--- src/inc/pcw_pkg.sv ---
// What this block does
// - With the reference leading, the pump sources current when pump_polarity is 0 and sinks it when 1.
// - pump_midrail_preset at 1 keeps both pump_source and pump_sink low whatever the detector does; it resets to 0.
// - pump_current_code sits in bits 7:4 and resets to 4'b1010.
// - detector_pulse_width sits in bits 9:8 and resets to zero.
// - feedback_source_select sits in bits 12:10 and resets to 3'b101.
// - Five output_source_select fields of three bits fill bits 27:13, each resetting to 3'b101.
// - sleep_control_n at 0 powers the device down; it resets to 1.
// - shared_pin_role picks divider reset (0) or hold (1) for the shared pin; it resets to 0.
// - Bit 30 at 0 resets all dividers just like the pin; it resets to 1.
// - Bit 31 at 0 tri-states the pump just like the hold pin; it resets to 1.
package pcw_pkg;
	localparam int WORD_W = 32;
	localparam logic [1:0] SEL_THIS_WORD = 2'h2;
	localparam int SEL_LSB = 0;
	localparam int POL_BIT = 2;
	localparam int PRESET_BIT = 3;
	localparam int CUR_LSB = 4;
	localparam int CUR_W = 4;
	localparam int PFD_LSB = 8;
	localparam int PFD_W = 2;
	localparam int FB_LSB = 10;
	localparam int MUX_W = 3;
	localparam int OUT_LSB = 13;
	localparam int OUT_N = 5;
	localparam int SLEEP_BIT = 28;
	localparam int ROLE_BIT = 29;
	localparam int SWRST_BIT = 30;
	localparam int SWHOLD_BIT = 31;
	localparam logic [WORD_W-1:0] WORD_RESET = 32'hdb6db4a2;
	typedef struct packed {
		logic [1:0] clk_sync;
		logic [1:0] data_sync;
		logic [1:0] le_sync;
		logic [1:0] pin_sync;
		logic clk_prev;
		logic le_prev;
		logic [WORD_W-1:0] shift;
		logic [WORD_W-1:0] word;
	} pcw_state_t;
endpackage : pcw_pkg

--- src/rtl/pcw_config_word.sv ---
`timescale 1ns/100ps
module pcw_config_word (
	// Clock and reset
	input wire logic sys_clk,
	input wire logic rstn,
	// Serial configuration pins
	input wire logic ser_clk,
	input wire logic ser_data,
	input wire logic ser_latch,
	// Shared reset or hold pin, active low
	input wire logic shared_pin_n,
	// Phase detector outputs
	input wire logic ref_leads,
	input wire logic fb_leads,
	// Charge pump control
	output logic pump_source,
	output logic pump_sink,
	output logic pump_tristate,
	output logic pump_midrail_preset,
	output logic pump_polarity,
	output logic [pcw_pkg::CUR_W-1:0] pump_current_code,
	output logic [pcw_pkg::PFD_W-1:0] detector_pulse_width,
	// Routing
	output logic [pcw_pkg::MUX_W-1:0] feedback_source_select,
	output logic [pcw_pkg::OUT_N*pcw_pkg::MUX_W-1:0] output_source_select,
	// Modes
	output logic sleep_control_n,
	output logic shared_pin_role,
	output logic divider_reset,
	// Whole word readout
	output logic [pcw_pkg::WORD_W-1:0] config_word
);
	import pcw_pkg::*;

	pcw_state_t s_q;
	pcw_state_t s_d;
	logic clk_rise;
	logic le_rise;
	logic pin_low;

	always_comb begin
		s_d = s_q;
		s_d.clk_sync = {s_q.clk_sync[0], ser_clk};
		s_d.data_sync = {s_q.data_sync[0], ser_data};
		s_d.le_sync = {s_q.le_sync[0], ser_latch};
		s_d.pin_sync = {s_q.pin_sync[0], shared_pin_n};
		s_d.clk_prev = s_q.clk_sync[1];
		s_d.le_prev = s_q.le_sync[1];
		clk_rise = s_q.clk_sync[1] & ~s_q.clk_prev;
		le_rise = s_q.le_sync[1] & ~s_q.le_prev;
		// Shift in, most significant bit first
		if (clk_rise) begin
			s_d.shift = {s_q.shift[WORD_W-2:0], s_q.data_sync[1]};
		end
		// Latch only words addressed to this register
		if (le_rise && s_q.shift[SEL_LSB+1:SEL_LSB] == SEL_THIS_WORD) begin
			s_d.word = s_q.shift;
		end
	end

	always_ff @(posedge sys_clk) begin
		if (!rstn) begin
			s_q.clk_sync <= 2'h0;
			s_q.data_sync <= 2'h0;
			s_q.le_sync <= 2'h0;
			s_q.pin_sync <= 2'h3;
			s_q.clk_prev <= 1'h0;
			s_q.le_prev <= 1'h0;
			s_q.shift <= 32'h0;
			s_q.word <= WORD_RESET;
		end else begin
			s_q <= s_d;
		end
	end

	assign pin_low = ~s_q.pin_sync[1];
	assign config_word = s_q.word;
	assign pump_polarity = s_q.word[POL_BIT];
	assign pump_midrail_preset = s_q.word[PRESET_BIT];
	assign pump_current_code = s_q.word[CUR_LSB +: CUR_W];
	assign detector_pulse_width = s_q.word[PFD_LSB +: PFD_W];
	assign feedback_source_select = s_q.word[FB_LSB +: MUX_W];
	assign output_source_select = s_q.word[OUT_LSB +: OUT_N*MUX_W];
	assign sleep_control_n = s_q.word[SLEEP_BIT];
	assign shared_pin_role = s_q.word[ROLE_BIT];

	// Divider reset from software bit or pin in reset role
	assign divider_reset = ~s_q.word[SWRST_BIT] | (pin_low & ~s_q.word[ROLE_BIT]);

	// Pump floats on software hold, pin in hold role, or power-down
	assign pump_tristate = ~s_q.word[SWHOLD_BIT] | (pin_low & s_q.word[ROLE_BIT]) | ~s_q.word[SLEEP_BIT];

	// Direction of pump current; preset overrides detector pulses
	always_comb begin
		pump_source = 1'b0;
		pump_sink = 1'b0;
		if (!pump_tristate && !s_q.word[PRESET_BIT]) begin
			if (ref_leads && !fb_leads) begin
				pump_source = ~s_q.word[POL_BIT];
				pump_sink = s_q.word[POL_BIT];
			end else if (fb_leads && !ref_leads) begin
				pump_source = s_q.word[POL_BIT];
				pump_sink = ~s_q.word[POL_BIT];
			end
		end
	end
endmodule : pcw_config_word

--- config.mk ---
export PLATFORM = sky130hd
export DESIGN_NAME = pcw_config_word
export DESIGN_NICKNAME = d
export VERILOG_FILES = /design/src/inc/pcw_pkg.sv /design/src/rtl/pcw_config_word.sv
export SDC_FILE = /design/constraint.sdc
export NUM_CORES = 1
export LEC_CHECK = 0
export BUFFER_PORTS_ARGS = -buffer_cell sky130_fd_sc_hd__buf_2
export CAP_MARGIN = 20
export CELL_PAD_IN_SITES_DETAIL_PLACEMENT = 0
export CELL_PAD_IN_SITES_GLOBAL_PLACEMENT = 1
export CORE_UTILIZATION = 30
export DETAILED_ROUTE_END_ITERATION = 6
export PLACE_DENSITY = 0.71
export REMOVE_ABC_BUFFERS = 1
export SETUP_SLACK_MARGIN = 0.5
export SLEW_MARGIN = 20
export SYNTH_ARGS = -nofsm -noshare
export SYNTH_HDL_FRONTEND = slang
export SYNTH_SLANG_ARGS = --single-unit
--- constraint.sdc ---
create_clock -name sys_clk -period 2.25 [get_ports sys_clk]
set_input_delay 0.45 -clock sys_clk [delete_from_list [all_inputs] [get_ports sys_clk]]
set_output_delay 0.45 -clock sys_clk [all_outputs]
set_load 0.01 [all_outputs]
==> impl_summary.txt, run 1 <==
----------------------------------------------------
[Clock tree]
  CTS root buf ... sky130_fd_sc_hd__clkbuf_8
  Quantity of gates resized following cts ... 0
  Num Clock Sinks ... 74
  Hold buffer count at CTS ... 0
  Deepest level of the CTS H-tree ... 3
  Number of post-CTS setup repair buffers ... 0
  CTS tree ... built
  Clock input transition at the sequential cells of the worst setup and hold paths ... 0.07 ns
  Total CTS buffers ... 9
  Clock insertion delay at the later pin of the skew report ... 0.33 ns
  Bufs on Longest Clock Path ... 2

[Synth]
  Proportion of synthesized chip area in sequential cells ... 48.1%
  Syn Std Cell Area ... 3080 sq um
  Cell type contributing the most total cell area after synthesis ... sky130_fd_sc_hd__dfxtp_1
  Synthesized netlist cell count ... 363
  Count of unique library cells instantiated by Yosys ... 22
  Register bit total from synthesis ... 74
  Mean area per synthesized cell ... 8.48 sq um
  Portion of synthesized cell area occupied by the leading cell type ... 48.1%
  Number of warnings issued by yosys ... 0
  Area contributors post-synth ... sky130_fd_sc_hd__dfxtp_1 (48%), sky130_fd_sc_hd__buf_4 (14%), sky130_fd_sc_hd__nand2_1 (14%)

[Critical path]
  Stage delay of the slowest cell on the critical path ... 0.36 ns
  Critical path capture point type ... primary output
  Startpoint of the worst register-to-register path ... s_q[33]
  Cell with the largest stage delay on the worst path ... sky130_fd_sc_hd__dfxtp_2
  Crit-path cells ... inv_1, o211ai_1, nor3_1, buf_2
  Startpoint types ... flop
  Internal reg-to-reg setup slack ... 0.84 ns
  WP data arrival ... 1.19 ns
  Launch point of the worst path ... config_word[29]
  Kind of critical path ... flop to primary output
  Maximum fanout count along the critical path ... 5
  Data required time of the critical path ... 1.80 ns

[Finish]
  Finished Layout Cells ... 508
  Commonest non-fill, non-tap cells in the layout ... sky130_fd_sc_hd__nand2_1 (111), sky130_fd_sc_hd__dfxtp_1 (72), sky130_fd_sc_hd__buf_2 (71)
  Most common library cell in the layout ignoring fill and taps ... sky130_fd_sc_hd__nand2_1
  Layout cell share with drive strength beyond 1 ... 25.1%
  Synth-to-Final Area Change ... 6.51%
  Post-route cell area ... 3280 sq um
  Antenna cell count ... 0
  Net count reported at finish ... 378
  Filler cell count ... 1047
  Final design utilization ... 33.2%

[Detailed routing]
  Residual antenna-violating net count after detailed routing ... 0
  Routed wirelength normalized by instance count ... 10.6 um
  Total number of vias ... 2131
  DRC violation total after the first TritonRoute iteration ... 71
  Total length of routed wires ... 5360 um
  DRC violation count after routing ... 0
  Number of optimization iterations in the first detailed-route pass ... 4
  Routed via count divided by cell count ... 4.19

[Placed design]
  IO Port Bufs ... 71
  Cell Area, Placed ... 3090 sq um
  Final weighted congestion in routability-driven placement ... 0.668
  Post-placement setup slack ... 0.693 ns
  Post-detail-place hpwl ... 3300 um
  Placed Cells ... 492

[Pwr]
  Static power due to leakage ... 1.38 nW
  PwrDens ... 707 nW/um^2
  Worst vdd rail ir drop ... 0.000328 V
  Final Power ... 2.32 mW

[Global routing]
  Vias in the first global route ... 1955
  Total congestion overflow ... 0
  Antenna violations before repair ... 0
  Global-route usage over all layers ... 10.9%
  Pin count of the biggest net entering global routing ... 88
  First-pass GRT wire length ... 8810 um

[STA]
  Final worst path period share ... 73.0%
  Final-report max-slew violation count ... 0
  Period minus WS final ... 1.64 ns
  Setup Total Neg Slack ... 0 ns
  Worst clock skew ... 0.00482 ns
  Final number of hold-violating endpoints ... 0
  Max-slew headroom at the worst pin ... 57.4%
  Final setup viols ... 0
  Highest clock frequency the design can meet ... 609 MHz
  Actual slew at the worst max-slew pin ... 0.639 ns
  RSZ-0062 raised after global routing ... yes
  Setup slack after layout ... 0.607 ns
  Worst hold margin ... 0.304 ns

[Floorplan]
  Core footprint ... 9860 sq um
  Ports placed on the boundary ... 72
  Overall die area ... 10700 sq um
  Row cnt ... 36
  Initial Util ... 31.2%
  Die width ... 103 um
  Overall die height ... 103 um

[Worst hold path]
  Path class of the lowest-slack min-delay path ... input port to flop
  Worst Min Path Start ... shared_pin_n

[Status]
  Result of the run ... completed

[Run]
  Count of max-cap constraint violations ... 0

----------------------------------------------------
[cells in the mapped netlist]
cell	instances
sky130_fd_sc_hd__and4bb_2	1
sky130_fd_sc_hd__o211ai_1	1
sky130_fd_sc_hd__buf_6	3
sky130_fd_sc_hd__dfxtp_1	74
sky130_fd_sc_hd__and3_1	1
sky130_fd_sc_hd__nand3b_1	1
sky130_fd_sc_hd__buf_4	59
sky130_fd_sc_hd__clkbuf_1	5
sky130_fd_sc_hd__nor3_1	2
sky130_fd_sc_hd__a21boi_1	7
sky130_fd_sc_hd__and2_1	8
sky130_fd_sc_hd__buf_2	11
sky130_fd_sc_hd__o21ai_0	1
sky130_fd_sc_hd__nand4bb_1	1
sky130_fd_sc_hd__inv_1	1
sky130_fd_sc_hd__nand2b_1	2
sky130_fd_sc_hd__a21boi_0	25
sky130_fd_sc_hd__or2b_1	1
sky130_fd_sc_hd__nand3_1	43
sky130_fd_sc_hd__mux2i_1	2
sky130_fd_sc_hd__nor2b_1	3
sky130_fd_sc_hd__nand2_1	111
[final cells by class]
cell class	count	area (sq um)	area share, %
flip-flops and latches	74	1480	45.3
multi-input cells	210	1050	32.0
repair buffers	74	390	11.9
clock buffers	14	173	5.27
well taps	133	166	5.08
clock inverters	2	10.0	0.305
inverters	1	3.75	0.115
[flip-flops by register name, summed over array words and instances (netlist names)]
| register | count |
|---|---|
| config_word | 32 |
| s_d | 6 |
| s_q | 36 |
[path summary, 6_finish.rpt]
kind,end,cells past startpoint
max,pump_sink,4
max reg2reg,config_word[22],3
min,s_d[67],2
min reg2reg,s_q[67],1
[critical path: cells and delay by family (launching register included)]
kind / cells / cell delay [ns]
flip-flops: 1 / 0.36
AND/OR/NAND/NOR: 1 / 0.08
AO/OA/AOI/OAI: 1 / 0.23
buffers and inverters: 2 / 0.18
[cell families after synthesis]
logic type             after synthesis  synth area share (%)
AO/OA/AOI/OAI                       34                  8.21
buffers and inverters               79                  18.0
flip-flops                          74                  48.1
multiplexers                         2                 0.651
AND/OR/NAND/NOR                    174                  25.0
[metal layers]
layer  wire (um)  up-vias  global-route usage (%)
li1            -     1121                       -
met1        2650      945                    12.9
met2        2340       57                    17.9
met3         297        8                    4.23
met4          74        0                    3.90
met5           0        -                       0
[where the power goes]
group	leakage [nW]	total (mW)	switching, mW	internal, mW
clock	0.0965	0.928	0.440	0.489
combinational	0.683	0.0676	0.0422	0.0254
sequential	0.599	1.32	0.00291	1.32
total	1.38	2.32	0.485	1.83
Note: power is estimated with default switching activity, not from simulation.
==> run 2: changes to the inputs <==
clock period = 1.6 ns   (was 2.25 ns; I/O delays follow)
==> run 2 against run 1 <==
Against the previous run:
- critical path depth did not move
- cell count rose by 4.3%
- sequential share of layout area fell by 12 points
- count of clock-buffer cells in the layout fell by 2
- wire length rose by 33%
- die area did not move
- clock power rose by 94%
- design area rose by 41%
- critical path type unchanged
- largest cell class unchanged
- highest routed layer unchanged
==> impl_summary.txt, run 2 (synthesis gave the netlist of run 1 again) <==
----------------------------------------------------
[Finish]
  Filler cell count ... 907
  Antenna cell count ... 0
  Max FFs per register ... 36
  Finished Layout Cells ... 530
  Most common library cell in the layout ignoring fill and taps ... sky130_fd_sc_hd__buf_6
  Layout cell share with drive strength beyond 1 ... 60.5%
  Final design utilization ... 46.8%
  Post-route cell area ... 4620 sq um
  Synth-to-Final Area Change ... 50.1%
  Biggest register ... s_q
  Commonest non-fill, non-tap cells in the layout ... sky130_fd_sc_hd__buf_6 (65), sky130_fd_sc_hd__nand2_1 (64), sky130_fd_sc_hd__dfxtp_1 (38)
  Net count reported at finish ... 400

[Floorplan]
  Initial Util ... 31.2%
  Die width ... 103 um
  Overall die area ... 10700 sq um
  Ports placed on the boundary ... 72
  Row cnt ... 36
  Core footprint ... 9860 sq um
  Overall die height ... 103 um

[Detailed routing]
  DRC violation count after routing ... 0
  DRC violation total after the first TritonRoute iteration ... 76
  Number of optimization iterations in the first detailed-route pass ... 4
  Residual antenna-violating net count after detailed routing ... 0
  Routed via count divided by cell count ... 4.51
  Total number of vias ... 2392
  Routed wirelength normalized by instance count ... 13.5 um
  Total length of routed wires ... 7140 um

[STA]
  Final worst path period share ... 93.6%
  Worst clock skew ... 0.00986 ns
  Highest clock frequency the design can meet ... 668 MHz
  Final-report max-slew violation count ... 0
  Max-slew headroom at the worst pin ... 73.7%
  Final setup viols ... 0
  Setup slack after layout ... 0.103 ns
  Final number of hold-violating endpoints ... 0
  RSZ-0062 raised after global routing ... yes
  Setup Total Neg Slack ... 0 ns
  Worst hold margin ... 0.161 ns
  Actual slew at the worst max-slew pin ... 0.394 ns
  Period minus WS final ... 1.50 ns

[Global routing]
  Total congestion overflow ... 0
  Pin count of the biggest net entering global routing ... 88
  First-pass GRT wire length ... 9650 um
  Met3 track demand over resource in global routing ... 4.30%
  Gr busiest metal ... met2
  Fraction of met1 tracks used by global routing ... 13.1%
  Met2 usage in global routing ... 21.4%
  Vias in the first global route ... 2166
  Global-route usage over all layers ... 11.8%
  Antenna violations before repair ... 0

[Critical path]
  Kind of critical path ... flop to primary output
  Crit-path cells ... inv_2, o211ai_1, nor3_1, buf_2
  Stage delay of the slowest cell on the critical path ... 0.35 ns
  WP data arrival ... 1.18 ns
  Startpoint of the worst register-to-register path ... s_q[32]
  Data required time of the critical path ... 1.28 ns
  Launch point of the worst path ... config_word[29]
  Maximum fanout count along the critical path ... 3
  Critical path capture point type ... primary output
  Cell with the largest stage delay on the worst path ... sky130_fd_sc_hd__dfxtp_2
  Startpoint types ... flop

[Clock tree]
  Clock input transition at the sequential cells of the worst setup and hold paths ... 0.07 ns
  Clock insertion delay at the later pin of the skew report ... 0.35 ns
  Bufs on Longest Clock Path ... 2
  Deepest level of the CTS H-tree ... 3
  Num Clock Sinks ... 74
  CTS root buf ... sky130_fd_sc_hd__clkbuf_8
  Total CTS buffers ... 9
  Hold buffer count at CTS ... 0
  CTS tree ... built

[Placed design]
  Placed Cells ... 496
  Post-detail-place hpwl ... 3430 um
  Cell Area, Placed ... 3130 sq um
  IO Port Bufs ... 71
  Post-placement setup slack ... 0.328 ns
  Final weighted congestion in routability-driven placement ... 0.698

[Pwr]
  Final Power ... 3.81 mW
  PwrDens ... 825 nW/um^2
  Static power due to leakage ... 2.16 nW
  Worst vdd rail ir drop ... 0.000656 V

[Status]
  Result of the run ... completed

[Worst hold path]
  Path class of the lowest-slack min-delay path ... input port to flop
  Worst Min Path Start ... shared_pin_n

[Run]
  Count of max-cap constraint violations ... 0

----------------------------------------------------
## run 2: cell type report
class                   instances  area [sq um]  area share, %
clock buffers                  12           155           3.36
repair buffers                 96          1140           24.6
inverters                       1          3.75         0.0813
flip-flops and latches         74          1550           33.5
clock inverters                 4          97.6           2.11
well taps                     133           166           3.60
multi-input cells             210          1510           32.7
## run 2: final timing paths
check	endpoint	cells after the start	slack, ns
min	s_d[67]	2	0.16
min reg2reg	s_q[67]	1	0.42
max reg2reg	config_word[4]	4	0.40
max	pump_sink	4	0.10
## run 2: critical path: cells and delay by family (launching register included)
kind                   cells  cell delay, ns
DFF                        1            0.35
and+or+nand+nor            1            0.07
AOI/OAI and AO/OA          1            0.24
buffers and inverters      2            0.17
## run 2: metal layers
layer  part of all wire [%]  routed length [um]  vias to the layer above
met1                     45                3220                     1146
met5                      0                   0                        -
met2                     49                3530                       63
met3                    4.8                 343                        4
met4                   0.60                  43                        0
li1                       -                   -                     1179
## run 2: repair_timing
action / in CTS / in global routing
resized for setup: 95 / 169
pin swaps: 5 / 74
setup buffers: 5 / 3
setup endpoints to repair: 113 / 111
hold endpoints to repair: 0 / 0
gates cloned: 0 / 10
## run 2: report_power, final
part | switching (mW) | internal [mW]
Clock | 0.675 | 1.12
Sequential | 0.00527 | 1.84
Combinational | 0.0891 | 0.0792
